==> src/timer_regs.svh <==
/*
 Register offsets, field positions, reset values and limits of the timer.
 Assumes inclusion by its bare name from the package and the design modules.
*/
`ifndef TIMER_REGS_SVH
`define TIMER_REGS_SVH

// Number of capture/compare channels
`define CH_COUNT 7

// Byte offsets on the register bus, one aligned word each
`define OFS_CONTROL   12'h000
`define OFS_COUNT     12'h004
`define OFS_CCR_BASE  12'h010
`define OFS_CCR_END   12'h028
`define OFS_CHCFG_BASE 12'h030
`define OFS_CHCFG_END  12'h048

// Control word fields
`define CTL_RESET     16'h0000
`define CTL_CLR_BIT   2
`define CTL_FLAG_BIT  0

// Channel configuration word fields
`define CHCFG_CAP_BIT   0
`define CHCFG_LOAD_LSB  1

// Largest count for each counter length
`define MAX_16 16'hFFFF
`define MAX_12 16'h0FFF
`define MAX_10 16'h03FF
`define MAX_8  16'h00FF

`endif

==> src/timer_pkg.sv <==
/*
 Types shared by the timer top module and the latch grouping logic.
 Assumes timer_regs.svh is on the include path.
*/
package timer_pkg;
`include "timer_regs.svh"

   typedef enum logic [1:0] {
      MODE_STOP   = 2'b00,
      MODE_UP     = 2'b01,
      MODE_CONT   = 2'b10,
      MODE_UPDOWN = 2'b11
   } count_mode_t;

   typedef enum logic [1:0] {
      LOAD_WRITE  = 2'b00,
      LOAD_ZERO   = 2'b01,
      LOAD_TURN   = 2'b10,
      LOAD_OWN    = 2'b11
   } load_ctl_t;

   // Same bit layout as the software view of the control word
   typedef struct packed {
      logic        unused15;
      logic [1:0]  latch_grouping;
      logic [1:0]  counter_length;
      logic        unused10;
      logic [1:0]  clock_source_select;
      logic [1:0]  input_divider;
      count_mode_t count_mode;
      logic        unused3;
      logic        timer_clear;
      logic        overflow_irq_enable;
      logic        overflow_irq_flag;
   } ctl_t;

   typedef struct packed {
      logic [15:0] count;
      logic        dir_down;
      logic        overflow;
   } step_t;

   typedef struct packed {
      ctl_t                           ctl;
      logic [15:0]                    count;
      logic                           dir_down;
      logic [2:0]                     div_cnt;
      logic                           prev_ext;
      logic                           prev_aux;
      logic                           prev_sub;
      logic [`CH_COUNT-1:0][15:0]     ccr;
      logic [`CH_COUNT-1:0][15:0]     latch;
      logic [`CH_COUNT-1:0]           cap_mode;
      logic [`CH_COUNT-1:0][1:0]      load_ctl;
      logic [`CH_COUNT-1:0]           equal;
      logic                           irq;
      logic                           pready;
      logic                           pslverr;
      logic [31:0]                    prdata;
   } state_t;
endpackage

==> src/latch_group.sv <==
/*
 Decides in which cycle each compare shadow latch takes its data register.
 Assumes one-cycle count events from the timer core.
*/
`timescale 1ns/100ps
`include "timer_regs.svh"
module latch_group (
   input  wire logic [1:0]                 latch_grouping,
   input  wire logic [`CH_COUNT-1:0][1:0]  latch_load_control,
   input  wire logic                       updown_mode,
   input  wire logic                       zero_evt,
   input  wire logic [`CH_COUNT-1:0]       cmp_evt,
   output      logic [`CH_COUNT-1:0]       load
);
   logic [`CH_COUNT-1:0] own_ok;

   genvar i;
   generate
      for (i = 0; i < `CH_COUNT; i++) begin : g_ch
         always_comb begin
            unique case (timer_pkg::load_ctl_t'(latch_load_control[i]))
               timer_pkg::LOAD_WRITE: own_ok[i] = 1'b1;
               timer_pkg::LOAD_ZERO:  own_ok[i] = zero_evt;
               timer_pkg::LOAD_TURN:  own_ok[i] = zero_evt |
                                          (updown_mode & cmp_evt[0]);
               timer_pkg::LOAD_OWN:   own_ok[i] = cmp_evt[i];
            endcase
         end

         always_comb begin
            if (i == 0 && latch_grouping != 2'b11) begin
               load[i] = own_ok[0];
            end else begin
               unique case (latch_grouping)
                  2'b00: load[i] = own_ok[i];
                  // pairs led by the odd channel
                  2'b01: load[i] = own_ok[(i % 2 == 1 || i == 0) ? i : i - 1];
                  // two triples led by 1 and 4
                  2'b10: load[i] = own_ok[(i <= 3) ? 1 : 4];
                  2'b11: load[i] = own_ok[1];
               endcase
            end
         end
      end
   endgenerate
endmodule

==> src/timer_top.sv <==
/*
 Timer control word, running count and capture/compare data registers
 reached over an APB slave, with compare shadow latches loaded from the data registers.
 Assumes clock source inputs and capture events are synchronous to pclk.
*/
// Our own choices: the APB slave port and the placing of the registers.
`timescale 1ns/100ps
`include "timer_regs.svh"
module timer_top #(
   parameter int ADDR_W = 12
) (
   input  wire logic              pclk,
   input  wire logic              presetn,
   input  wire logic              psel,
   input  wire logic              penable,
   input  wire logic              pwrite,
   input  wire logic [ADDR_W-1:0] paddr,
   input  wire logic [31:0]       pwdata,
   output      logic [31:0]       prdata,
   output      logic              pready,
   output      logic              pslverr,
   input  wire logic              external_timer_clock,
   input  wire logic              aux_clock,
   input  wire logic              subsystem_clock,
   input  wire logic [6:0]        capture_event,
   output      logic              overflow_irq,
   output      logic [6:0]        compare_equal
);
   timer_pkg::state_t s;
   timer_pkg::state_t n;

   logic                 clk_edge;
   logic [2:0]           div_last;
   logic                 tick;
   logic [15:0]          max_count;
   timer_pkg::step_t     step;
   logic                 zero_evt;
   logic [6:0]           cmp_evt;
   logic [6:0]           load;
   logic                 setup;
   logic                 access;
   logic                 wr;
   logic                 hit_ctl;
   logic                 hit_cnt;
   logic                 hit_ccr;
   logic                 hit_cfg;
   logic [ADDR_W-1:0]    ccr_off;
   logic [ADDR_W-1:0]    cfg_off;
   logic [2:0]           ccr_idx;
   logic [2:0]           cfg_idx;
   logic                 wr_ctl;
   logic                 wr_cnt;
   logic                 do_clear;

   function automatic timer_pkg::step_t count_step(
      input logic [15:0]           cnt,
      input logic                  down,
      input timer_pkg::count_mode_t mode,
      input logic [15:0]           top,
      input logic [15:0]           maxv
   );
      timer_pkg::step_t r;
      r.count    = cnt;
      r.dir_down = down;
      r.overflow = 1'b0;
      unique case (mode)
         timer_pkg::MODE_STOP: begin
            r.count = cnt;
         end
         timer_pkg::MODE_UP: begin
            if (cnt >= top || cnt >= maxv) begin
               r.count    = 16'h0000;
               r.overflow = 1'b1;
            end else begin
               r.count = cnt + 16'h0001;
            end
         end
         timer_pkg::MODE_CONT: begin
            if (cnt >= maxv) begin
               r.count    = 16'h0000;
               r.overflow = 1'b1;
            end else begin
               r.count = cnt + 16'h0001;
            end
         end
         timer_pkg::MODE_UPDOWN: begin
            if (!down && cnt < top && cnt < maxv) begin
               r.count = cnt + 16'h0001;
            end else if (cnt <= 16'h0001) begin
               // Reaching zero on the way down ends the period
               r.count    = 16'h0000;
               r.dir_down = 1'b0;
               r.overflow = down || cnt == 16'h0001;
            end else begin
               r.count    = cnt - 16'h0001;
               r.dir_down = 1'b1;
            end
         end
      endcase
      return r;
   endfunction

   always_comb begin
      unique case (s.ctl.clock_source_select)
         2'b00: clk_edge = external_timer_clock & ~s.prev_ext;
         2'b01: clk_edge = aux_clock & ~s.prev_aux;
         2'b10: clk_edge = subsystem_clock & ~s.prev_sub;
         2'b11: clk_edge = ~external_timer_clock & s.prev_ext;
      endcase
   end

   // divider period of 1, 2, 4 or 8 edges
   assign div_last = 3'((4'h1 << s.ctl.input_divider) - 4'h1);
   assign tick = (s.ctl.count_mode != timer_pkg::MODE_STOP) & clk_edge &
                 (s.div_cnt == div_last);

   always_comb begin
      unique case (s.ctl.counter_length)
         2'b00: max_count = `MAX_16;
         2'b01: max_count = `MAX_12;
         2'b10: max_count = `MAX_10;
         2'b11: max_count = `MAX_8;
      endcase
   end

   assign step = count_step(s.count, s.dir_down, s.ctl.count_mode,
                            s.latch[0], max_count);
   assign zero_evt = tick & (step.count == 16'h0000);

   genvar gi;
   generate
      for (gi = 0; gi < `CH_COUNT; gi++) begin : g_cmp
         assign cmp_evt[gi] = tick & (step.count == s.latch[gi]);
      end
   endgenerate

   latch_group u_group (
      .latch_grouping     (s.ctl.latch_grouping),
      .latch_load_control (s.load_ctl),
      .updown_mode        (s.ctl.count_mode == timer_pkg::MODE_UPDOWN),
      .zero_evt           (zero_evt),
      .cmp_evt            (cmp_evt),
      .load               (load)
   );

   // Register decode, taken from the address held through the transfer
   assign setup   = psel & ~penable;
   assign access  = psel & penable & s.pready;
   assign wr      = access & pwrite & ~s.pslverr;
   assign hit_ctl = paddr == `OFS_CONTROL;
   assign hit_cnt = paddr == `OFS_COUNT;
   assign ccr_off = paddr - `OFS_CCR_BASE;
   assign cfg_off = paddr - `OFS_CHCFG_BASE;
   assign hit_ccr = paddr >= `OFS_CCR_BASE && paddr <= `OFS_CCR_END &&
                    paddr[1:0] == 2'h0;
   assign hit_cfg = paddr >= `OFS_CHCFG_BASE && paddr <= `OFS_CHCFG_END &&
                    paddr[1:0] == 2'h0;
   assign ccr_idx = ccr_off[4:2];
   assign cfg_idx = cfg_off[4:2];
   assign wr_ctl  = wr & hit_ctl;
   assign wr_cnt  = wr & hit_cnt;
   assign do_clear = wr_ctl & pwdata[`CTL_CLR_BIT];

   always_comb begin
      n = s;
      n.prev_ext = external_timer_clock;
      n.prev_aux = aux_clock;
      n.prev_sub = subsystem_clock;

      if (s.ctl.count_mode != timer_pkg::MODE_STOP && clk_edge) begin
         n.div_cnt = tick ? 3'h0 : s.div_cnt + 3'h1;
      end
      if (tick) begin
         n.count    = step.count;
         n.dir_down = step.dir_down;
      end

      if (wr_ctl) begin
         n.ctl = timer_pkg::ctl_t'(pwdata[15:0]);
      end
      n.ctl.timer_clear = 1'b0;
      // overflow sets the flag, winning over a software clear
      if (tick && step.overflow) begin
         n.ctl.overflow_irq_flag = 1'b1;
      end
      if (wr_cnt) begin
         n.count = pwdata[15:0];
      end
      // clear resets count, divider and direction
      if (do_clear) begin
         n.count    = 16'h0000;
         n.div_cnt  = 3'h0;
         n.dir_down = 1'b0;
      end

      if (wr && hit_cfg) begin
         n.cap_mode[cfg_idx] = pwdata[`CHCFG_CAP_BIT];
         n.load_ctl[cfg_idx] = pwdata[`CHCFG_LOAD_LSB +: 2];
      end
      if (wr && hit_ccr) begin
         n.ccr[ccr_idx] = pwdata[15:0];
      end
      for (int i = 0; i < `CH_COUNT; i++) begin
         // capture wins over a software write
         if (s.cap_mode[i] && capture_event[i]) begin
            n.ccr[i] = s.count;
         end
         // shadow latch takes the data register
         if (load[i] && !s.cap_mode[i]) begin
            n.latch[i] = s.ccr[i];
         end
         n.equal[i] = s.count == s.latch[i];
      end

      n.irq = n.ctl.overflow_irq_flag & n.ctl.overflow_irq_enable;

      // Zero-wait slave: read data is sampled in the setup cycle, write data in the access cycle
      n.pready  = setup;
      n.pslverr = setup & ~(hit_ctl | hit_cnt | hit_ccr | hit_cfg);
      n.prdata  = 32'h0000_0000;
      if (setup) begin
         if (hit_ctl) begin
            n.prdata[15:0] = s.ctl;
         end else if (hit_cnt) begin
            n.prdata[15:0] = s.count;
         end else if (hit_ccr) begin
            n.prdata[15:0] = s.ccr[ccr_idx];
         end else if (hit_cfg) begin
            n.prdata[`CHCFG_CAP_BIT] = s.cap_mode[cfg_idx];
            n.prdata[`CHCFG_LOAD_LSB +: 2] = s.load_ctl[cfg_idx];
         end
      end
   end

   always_ff @(posedge pclk or negedge presetn) begin
      if (!presetn) begin
         s <= '0;
      end else begin
         s <= n;
      end
   end

   assign prdata        = s.prdata;
   assign pready        = s.pready;
   assign pslverr       = s.pslverr;
   assign overflow_irq  = s.irq;
   assign compare_equal = s.equal;

   logic no_wr;
   assign no_wr = !wr_ctl && !wr_cnt;
endmodule

==> config.mk <==
export PLATFORM = sky130hd
export DESIGN_NAME = timer_top
export DESIGN_NICKNAME = d
export VERILOG_FILES = /design/src/timer_pkg.sv /design/src/latch_group.sv /design/src/timer_top.sv
export VERILOG_INCLUDE_DIRS = /design/src
export SDC_FILE = /design/constraint.sdc
export NUM_CORES = 1
export LEC_CHECK = 0
export ABC_CLOCK_PERIOD_IN_PS = 6700
export BUFFER_PORTS_ARGS = -buffer_cell sky130_fd_sc_hd__buf_4
export CORE_MARGIN = 3
export CORE_UTILIZATION = 45
export DETAILED_ROUTE_END_ITERATION = 16
export MAX_ROUTING_LAYER = met4
export PLACE_DENSITY = 0.63
export SYNTH_ARGS = -nofsm -noshare
export SYNTH_HDL_FRONTEND = slang
export SYNTH_SLANG_ARGS = --single-unit
export TNS_END_PERCENT = 30
==> constraint.sdc <==
create_clock -name pclk -period 6.7 [get_ports pclk]
set_input_delay 0.67 -clock pclk [delete_from_list [all_inputs] [get_ports pclk]]
set_output_delay 0.67 -clock pclk [all_outputs]
set_load 0.03 [all_outputs]
# --- Word level (Yosys, flattened, before mapping) ---
# Index checks and enable logic that the tools add are counted.
totals:
  ff_bits: 309
  inputBits: 59
  output_inout_bits: 42
  word_cells: 283
op_classes:
  add_sub_neg: 6
  magnitude_cmp: 13
  eq_ne: 52
  n_shift: 1
  mux: 64
  n_bitwise: 36
  n_reduce_logical: 68
ops:
  columns: ["operator", "count"]
  rows:
  - ["16-bit two-way mux", 16]
  - ["16-bit equality test", 14]
  - ["16-bit case mux with 4 select lines", 2]
  - ["112-bit bitwise mux", 1]
  - ["112-bit two-way mux", 1]
  - ["16-bit binary-select mux with 3-bit select", 1]
  - ["16-bit demux with 3-bit select", 1]
  - ["2-bit equality test, second input constant", 22]
  - ["1-bit case mux with 4 select lines", 9]
  - ["17-bit two-way mux", 2]
  - ["16-bit greater-or-equal comparator", 2]
  - ["16-bit less-than comparator", 2]
  - ["1-bit logical AND", 26]
  - ["1-bit bitwise AND", 25]
  - ["2-bit zero test", 12]
  - ["2-bit by 1-bit equality test with 1-bit output, second input constant", 11]
  - ["2-bit nonzero test", 11]
  - ["20-bit two-way mux", 1]
  - ["16-bit by 1-bit adder with 16-bit output, second input constant", 1]
  - ["16-bit by 1-bit equality test with 1-bit output, second input constant", 1]
  - ["16-bit by 1-bit <= comparator with 1-bit output, second input constant", 1]
  - ["16-bit zero test", 1]
  - ["16-bit by 1-bit subtractor with 16-bit output, second input constant", 1]
  - ["14-bit bitwise mux", 1]
  - ["34 further kinds", 75]

# --- Depth between registers and ports, before layout ---
# Gate-level depths: netlist of the first run.
logic_depth:
  depth_word: 14
  ltp_mapped: 23
  ltp_nobuf: 16

# --- Cells and area by module ---
# A second synthesis of the first run with hierarchy kept.
hier_totals:
  hier_cells: 1939
  hier_area_um2: 19281.0
by_module_without_submodules:
  columns: ["module", "n_inst", "cells_each", "area_each_um2", "seq_area_each_um2"]
  rows:
  - ["timer_top", 1, 1888, 18965.7, 7732.4]
  - ["latch_group", 1, 51, 315.3, 0.0]

# --- Least setup slack after synthesis of the first run ---
# No wires, ideal clock.
synth_path:
  path_type: "register -> register"
  start: "register s[294] (netlist name)"
  end: "register s[100] (netlist name)"
  setup_time_ps: 127
  t_arrival_ps: 5607
  t_required_ps: 6573
  setup_slack_ps: 966
  path_stages_with_launch: 22
  n_path_buf: 5
  synth_period_minus_slack_ps: 5734
  cell_sequence: "dfrtp_1 -> buf_1 -> inv_1 -> ha_1 -> nor2b_1 -> o211ai_1 -> a2111o_1 -> clkbuf_1 -> and4_1 -> buf_2 -> buf_2 -> o32ai_1 -> a21oi_1 -> a2111oi_0 -> nand4_1 -> or4_1 -> or4_1 -> a31oi_1 -> a21oi_1 -> a311oi_4 -> buf_6 -> mux2_1"
synth_via:
  elab_chain_len: 12
  elab_cells_between_ends: 29
  classes_between: "add/sub: 2; order compare: 5; eq/ne: 3; mux: 8; bitwise: 6; reduce/logical: 5"
synth_rtl:
  columns: ["item", "line_no", "text"]
  rows:
  - ["start, declared", "timer_top.sv:29", "timer_pkg::state_t s;"]
  - ["start signal, assigned", "timer_top.sv:239", "s <= n;"]
  - ["16-bit less-than comparator", "timer_top.sv:87", "if (!down && cnt < top && cnt < maxv) begin"]
  - ["1-bit logical AND (2 in series)", "timer_top.sv:87", null]
  - ["16-bit two-way mux", "timer_top.sv:87", null]
  - ["16-bit case mux with 4 select lines *", "timer_top.sv:66", "unique case (mode)"]
  - ["16-bit equality test", "timer_top.sv:133", "assign cmp_evt[gi] = tick & (step.count == s.latch[gi]);"]
  - ["1-bit bitwise AND", "timer_top.sv:133", null]
  - ["1-bit bitwise AND", "latch_group.sv:25", "(updown_mode & cmp_evt[0]);"]
  - ["1-bit bitwise OR", "latch_group.sv:24", "timer_pkg::LOAD_TURN: own_ok[i] = zero_evt |"]
  - ["1-bit case mux with 4 select lines", "latch_group.sv:21", "unique case (timer_pkg::load_ctl_t'(latch_load_control[i]))"]
  - ["1-bit case mux with 2 select lines *", "latch_group.sv:34", "unique case (latch_grouping)"]
  - ["1-bit logical AND *", "timer_top.sv:209", "if (load[i] && !s.cap_mode[i]) begin"]
# Mark *: on every way between the ends. The rest lies on a longest branch, timed or not.
# A chain may end at the register's enable or synchronous reset.

# --- Worst setup path after layout of the first run ---
layout_path:
  start: "register s[294] (netlist name)"
  end: "register s[150] (netlist name)"
layout_via:
  elab_chain_len: 12
  elab_cells_between_ends: 32
  classes_between: "add/sub: 2; order compare: 5; eq/ne: 4; mux: 9; bitwise: 7; reduce/logical: 5"
layout_rtl:
  columns: ["item", "line_no"]
  rows:
  - ["16-bit less-than comparator", "timer_top.sv:87"]
  - ["1-bit logical AND (2 in series)", "timer_top.sv:87"]
  - ["16-bit two-way mux", "timer_top.sv:87"]
  - ["16-bit case mux with 4 select lines *", "timer_top.sv:66"]
  - ["16-bit equality test", "timer_top.sv:133"]
  - ["1-bit bitwise AND", "timer_top.sv:133"]
  - ["1-bit bitwise AND", "latch_group.sv:25"]
  - ["1-bit bitwise OR", "latch_group.sv:24"]
  - ["1-bit case mux with 4 select lines", "latch_group.sv:21"]
  - ["1-bit case mux with 3 select lines *", "latch_group.sv:34"]
  - ["1-bit logical AND *", "timer_top.sv:209"]
# Marked as above.

==> run_results.csv, run 1 <==
group,metric,value,unit
pwr,combPwrFrac,4.3,%
floorplan,die_width,217,um
synthesis,async_flop_share,100,%
sta,setup_violations,0,
sta,rsz0062_at_grt,"no",
global_routing,grt_first_pass_wirelength,113,mm
worst_setup_path,cp-endpoint,"s[150]$_DFFE_PN0P_",
synthesis,ys_seq_area_share,38.7,%
clocking,clk_pin_slew,0.06,ns
synthesis,synth_compound_area_share,13.5,%
worst_setup_path,crit_path_top_delay_cell,"o41ai_4",
route,drt_iter0_markers,2387,
synthesis,syn_avg_cell_area,9.68,um^2
synthesis,yosysWarnings,0,
worst_setup_path,reg2reg_slack,0.21,ns
synthesis,synth_top_family_by_area,"multiplexers",
global_routing,grt_antenna_before_repair,1,
pwr,pwr_density_cell,178,nW/um^2
clocking,post-cts-setup-buffers,0,
final_layout,area_growth,12.1,%
pwr,max-vdd-ir-drop,0.182,mV
clocking,cts_tree,"built",
worst_setup_path,cp_cell_sequence,"buf_4 -> inv_1 -> ha_1 -> nor2b_1 -> o211ai_1 -> a2111o_1 -> nand2_1 -> o31ai_1 -> buf_4 -> o41ai_4 -> xnor2_1 -> a2111o_1 -> or4_1 -> or4_1 -> a41o_1 -> o31a_1 -> or3_1 -> buf_4 -> mux2_4",
pwr,power.internal,0.00304,W
route,ant_nets,0,
floorplan,rows,76,
flow_run,cap_violations,0,
placement,io_buffers,68,
worst_setup_path,worstPathRequired,7.13,ns
global_routing,use_met1,44.3,%
pwr,p_seq_share,46.9,%
route,wl_per_cell,28.4,um
final_layout,regArea,7730,um^2
worst_setup_path,cp_num_buf_inv,4,
pwr,p_sw,0.000959,W
worst_setup_path,crit_cells,19,
sta,layout_min_cycle_time,6.49,ns
clocking,cts.path.max_buffers,3,
sta,fmax,154,MHz
worst_setup_path,crit_arrival,6.92,ns
route,vias,17381,
worst_setup_path,startpoint_type,"register",
sta,maxSlewHeadroom,16.7,%
worst_setup_path,cpPeakStageDelay,0.93,ns
final_layout,drive_gt1_share,18.9,%
floorplan,initial_core_util,46.0,%
synthesis,synth_ff_type,"dfrtp_1",
synthesis,muxShareOfSynthArea,17.4,%
global_routing,grt.overflow.total,0,
final_layout,fin_area,22400,um^2
worst_setup_path,cp_top_family,"compound AO/OA/AOI/OAI gates",
worst_setup_path,path_max_fanout,16,
final_layout,most-common-layout-cells,"dfrtp_1, buf_4, nand2_1",
pwr,leakagePower,9.57,nW
worst_setup_path,cp-startpoint,"s[294]$_DFFE_PN0P_",
worst_setup_path,r2r_cells,19,
clocking,htree_levels,2,
global_routing,grtUsageTotal,33.4,%
placement,place.gp.congestion,1.03,
floorplan,core_region_area,43500,um^2
route,totalWireLength,77.1,mm
worst_setup_path,worstReg2RegEnd,"s[150]$_DFFE_PN0P_",
clocking,cts_buffers,36,
floorplan,die-area,47000,um^2
placement,dp_hpwl,55.1,mm
worst_setup_path,timing.rr.start,"s[294]$_DFFE_PN0P_",
route,via_per_inst,6.40,
global_routing,grt.busiest_layer,"met2",
sta,worstMarginPinSlew,1.25,ns
worst_setup_path,setup.worst_path.class,"reg -> reg",
sta,skew,0.0258,ns
floorplan,ioPinCount,101,
sta,period_share,96.9,%
route,drc_errors,0,
clocking,clock_latency,0.57,ns
final_layout,multi_input_area,11200,um^2
global_routing,grt_pass1_vias,16736,
outcome,status,"completed",
synthesis,syn_area,20000,um^2
route,drt-pass1-iter-count,6,
final_layout,stdcell_count,2714,
pwr,p_clk_share,48.8,%
final_layout,fin_nets,2183,
sta,finalHoldViolCount,0,
sta,slew_viol_final,0,
global_routing,grt_use_met3,7.59,%
final_layout,final_common_cell,"dfrtp_1",
sta,tns,0,ns
worst_setup_path,path_common_cell,"buf_4",
worst_setup_path,cp-end-kind,"register",
placement,dpl_cell_area,21200,um^2
clocking,cts_sinks,309,
synthesis,synth.distinct_cells,89,
floorplan,die_h,217,um
clocking,cts-root-buf,"clkbuf_16",
final_layout,n_fill_cell,4011,
global_routing,grt_max_degree,173,
synthesis,synthCells,2064,
pwr,switching_share,24.0,%
synthesis,synth_edf_count,0,
synthesis,synth-seq-cells,309,
synthesis,synthXorXnorAreaFrac,8.46,%
synthesis,synth-adder-area-share,1.50,%
placement,placedCellCount,2647,
synthesis,synthSimpleGateAreaFrac,14.7,%
global_routing,met2_usage,47.9,%
min_path,min_path_type,"in -> async",
[stage by stage]
step / worst slack, ns / utilization (%) / power, W / hold slack (ns)
floorplan: 0.966 / - / 0.00198 / 0.374
global placement: 0.288 / 48.9 / 0.00208 / 0.487
detailed placement: 0.231 / 48.9 / 0.00208 / 0.496
CTS: 0.206 / 51.5 / 0.00402 / 0.0960
global route: 0.0250 / 51.5 / 0.00410 / 0.125
finish: 0.205 / 51.5 / 0.00400 / 0.0812
[cells in the mapped netlist (50+ instances only)]
cell type / count / share of area (%)
dfrtp_1: 309 / 39
clkbuf_1: 112 / 2.1
a21oi_1: 72 / 1.8
o21ai_0: 139 / 3.5
inv_1: 53 / 1.0
mux2_2: 103 / 5.8
xnor2_1: 155 / 6.8
nand3_1: 50 / 1.3
nand2_1: 172 / 3.2
mux2i_1: 154 / 7.7
nand4_1: 57 / 1.8
nor2_1: 124 / 2.3
[repair_timing]
| item | 4_1_cts | 5_1_grt |
|---|---|---|
| resized for setup | 0 | 1 |
| hold buffers | 0 | 0 |
| setup endpoints to repair | 0 | 39 |
[routing by layer]
metal  routed length (um)  vias to the layer above
met5                    0                        -
met4                 4960                        0
met3                 7770                      246
met2                32800                     1015
met1                31600                     8637
li1                     -                     7483
[kinds of logic after synthesis]
logic type / count (synthesis)
buffers and inverters: 248
flip-flops: 309
XOR/XNOR: 193
other: 1
AO/OA/AOI/OAI: 401
adder cells (fa/ha/maj): 24
AND/OR/NAND/NOR: 584
multiplexers: 304
[worst register-to-register path, stage by stage, from the launching register on]
cell and delay, ns:
dfrtp_1 0.38, buf_4 0.30, inv_1 0.29, ha_1 0.26, nor2b_1 0.11, o211ai_1 0.10, a2111o_1 0.51, nand2_1 0.24
o31ai_1 0.11, buf_4 0.18, o41ai_4 0.94, xnor2_1 0.14, a2111o_1 0.41, or4_1 0.39, or4_1 0.58, a41o_1 0.32
o31a_1 0.25, or3_1 0.30, buf_4 0.24, mux2_4 0.33
[layout make-up]
cell class	count	area share, %
inverters	53	0.888
multi-input cells	1522	50.2
clock buffers	54	4.69
well taps	585	3.27
flip-flops and latches	309	34.5
repair buffers	178	6.06
clock inverters	11	0.402
diodes	2	0.0223
[power groups by stage]
stage          logic [W]  clock network, W  registers, W
6_report        0.000171           0.00195       0.00187
5_1_grt         0.000183           0.00205       0.00187
4_1_cts         0.000171           0.00198       0.00187
3_5_place_dp    0.000172                 0       0.00191
3_3_place_gp    0.000170                 0       0.00191
2_1_floorplan  0.0000772                 0       0.00191
[worst min path at each step]
stage	from	end	slack (ns)	cells after the start
floorplan	presetn	compare_equal[0]$_DFF_PN0_	0.37	0
global placement	s[313]$_DFFE_PN0P_	s[313]$_DFFE_PN0P_	0.49	1
detailed placement	s[75]$_DFFE_PN0P_	s[75]$_DFFE_PN0P_	0.50	1
CTS	presetn	s[240]$_DFFE_PN0P_	0.1	1
global route	presetn	s[240]$_DFFE_PN0P_	0.12	1
finish	presetn	s[240]$_DFFE_PN0P_	0.08	1
[flip-flops by register name, indices dropped and copies added, names as in the netlist]
register       count
prdata            16
pready             1
pslverr            1
compare_equal      7
s                283
overflow_irq       1
Note: power is estimated with default switching activity, not from simulation.
==> run 2, diff against run 1 <==
--- a/config.mk
+++ b/config.mk
@@ -9,3 +9,3 @@
 export ABC_CLOCK_PERIOD_IN_PS = 6700
-export BUFFER_PORTS_ARGS = -buffer_cell sky130_fd_sc_hd__buf_4
+export BUFFER_PORTS_ARGS = -buffer_cell sky130_fd_sc_hd__buf_2
 export CORE_MARGIN = 3
==> constraint.sdc (replaced) <==
create_clock -name pclk -period 6.7 [get_ports pclk]
set_input_delay 1.34 -clock pclk [delete_from_list [all_inputs] [get_ports pclk]]
set_output_delay 1.34 -clock pclk [all_outputs]
set_load 0.03 [all_outputs]
==> run 2 against run 1 <==
Compared with the run above: flip-flop and latch count unchanged; first-iteration DRC count shrank 15%; largest cell class unchanged; routed wire length is 1.4% higher; fmax about the same; critical endpoint is now s[155]$_DFFE_PN0P_; register-to-register slack hardly changed.
==> run_results.csv, run 2 (synthesis gave the netlist of run 1 again) <==
group,metric,value,unit
outcome,status,"completed",
clocking,cts_buffers,36,
worst_setup_path,crit_arrival,6.93,ns
flow_run,cap_violations,0,
clocking,holdBufCountCts,0,
clocking,clk_pin_slew,0.06,ns
global_routing,grt_first_pass_wirelength,115,mm
floorplan,die_width,217,um
pwr,leakagePower,9.60,nW
worst_setup_path,path_max_fanout,16,
route,totalWireLength,78.2,mm
placement,dp_hpwl,56.4,mm
final_layout,largest-register,"s",
worst_setup_path,worstReg2RegEnd,"s[155]$_DFFE_PN0P_",
global_routing,grt.overflow.total,0,
sta,period_share,96.9,%
sta,holdWs,0.512,ns
sta,layout_min_cycle_time,6.49,ns
sta,rsz0062_at_grt,"no",
sta,maxSlewHeadroom,18.5,%
final_layout,post-route-util,51.5,%
final_layout,drive_gt1_share,19.3,%
worst_setup_path,startpoint_type,"register",
worst_setup_path,cp-endpoint,"s[155]$_DFFE_PN0P_",
worst_setup_path,reg2reg_slack,0.21,ns
route,ant_nets,0,
floorplan,die-area,47000,um^2
sta,finalHoldViolCount,0,
floorplan,initial_core_util,46.0,%
floorplan,core_region_area,43500,um^2
worst_setup_path,r2r_cells,17,
route,drt-pass1-iter-count,6,
worst_setup_path,cp-end-kind,"register",
placement,dpl_cell_area,21200,um^2
clocking,clock_latency,0.55,ns
route,drt_iter0_markers,2026,
sta,fmax,154,MHz
sta,skew,0.0234,ns
clocking,cts.path.max_buffers,3,
final_layout,area_growth,12.0,%
sta,worstMarginPinSlew,1.22,ns
pwr,pwr_density_cell,179,nW/um^2
route,via_per_inst,6.34,
floorplan,rows,76,
global_routing,grt_antenna_before_repair,0,
final_layout,insertedDiodeCount,0,
clocking,cts_tree,"built",
clocking,cts-root-buf,"clkbuf_16",
placement,place.gp.congestion,1.00,
global_routing,grtUsageTotal,34.2,%
global_routing,grt_max_degree,153,
sta,tns,0,ns
global_routing,grt_pass1_vias,16686,
clocking,ctsResizeCount,0,
sta,slew_viol_final,0,
worst_setup_path,worstPathRequired,7.14,ns
clocking,post-cts-setup-buffers,0,
route,vias,17217,
clocking,htree_levels,2,
worst_setup_path,cp-startpoint,"s[322]$_DFFE_PN0P_",
pwr,max-vdd-ir-drop,0.160,mV
floorplan,ioPinCount,101,
placement,io_buffers,68,
worst_setup_path,setup.worst_path.class,"reg -> reg",
final_layout,fin_area,22400,um^2
final_layout,largest_reg_flops,283,
floorplan,die_h,217,um
min_path,min_path_type,"reg -> reg",
route,drc_errors,0,
sta,setup_violations,0,
final_layout,most-common-layout-cells,"dfrtp_1, nand2_1, xnor2_1",
final_layout,final_common_cell,"dfrtp_1",
final_layout,fin_nets,2190,
route,wl_per_cell,28.8,um
clocking,cts_sinks,309,
worst_setup_path,timing.rr.start,"s[322]$_DFFE_PN0P_",
## run 2: critical path, cell delays in order (launching register included)
cell       delay (ns)
dfrtp_1          0.44
or2_2            0.36
ha_1             0.30
a21oi_1          0.18
a211oi_2         0.10
a2111oi_1        1.04
a32oi_1          0.26
nor2_1           0.26
a21oi_1          0.22
a2111oi_0        0.49
nand4_1          0.15
or4_1            0.53
or4_1            0.59
a41o_1           0.32
o31a_1           0.28
or3_1            0.36
buf_12           0.18
mux2_4           0.29
## run 2: routing by layer
metal	wire [um]	track usage, %	vias to the layer above
li1	-	-	7491
met1	32800	46.1	8625
met2	34100	49.8	912
met3	7060	6.94	189
met4	4270	15.4	0
met5	0	-	-
## run 2: how the worst min path moves through the flow
stage                         end                from  cells after the start
2_1_floorplan  s[313]$_DFFE_PN0P_  s[313]$_DFFE_PN0P_                      1
3_3_place_gp   s[313]$_DFFE_PN0P_  s[313]$_DFFE_PN0P_                      1
3_5_place_dp   s[325]$_DFFE_PN0P_  s[325]$_DFFE_PN0P_                      1
4_1_cts         s[78]$_DFFE_PN0P_   s[78]$_DFFE_PN0P_                      1
5_1_grt         s[78]$_DFFE_PN0P_   s[78]$_DFFE_PN0P_                      1
6_report       s[313]$_DFFE_PN0P_  s[313]$_DFFE_PN0P_                      1
## run 2: report_power, final
part | switching [W] | total, W | internal, W
registers | 0.00000344 | 0.00187 | 0.00187
clock network | 0.000808 | 0.00196 | 0.00115
logic | 0.000131 | 0.000166 | 0.0000343
total | 0.000943 | 0.00400 | 0.00306
## run 2: cell type report
class | count | area [um^2]
fill | 4005 | 21100
clock inverter | 8 | 90.1
inverter | 53 | 199
tap | 585 | 732
sequential | 309 | 7730
multi-input combinational | 1522 | 11200
timing repair buffer | 185 | 1300
clock buffer | 54 | 1080
## run 2: through the flow
stage | power [W] | cells | worst slack, ns
final | 0.00400 | 2716 | 0.209
after global routing | 0.00411 | 2716 | 0.0165
after CTS | 0.00402 | 2716 | 0.273
after detailed placement | 0.00207 | 2654 | 0.306
after global placement | 0.00207 | 2654 | 0.318
after floorplan | 0.00198 | 2079 | 0.966
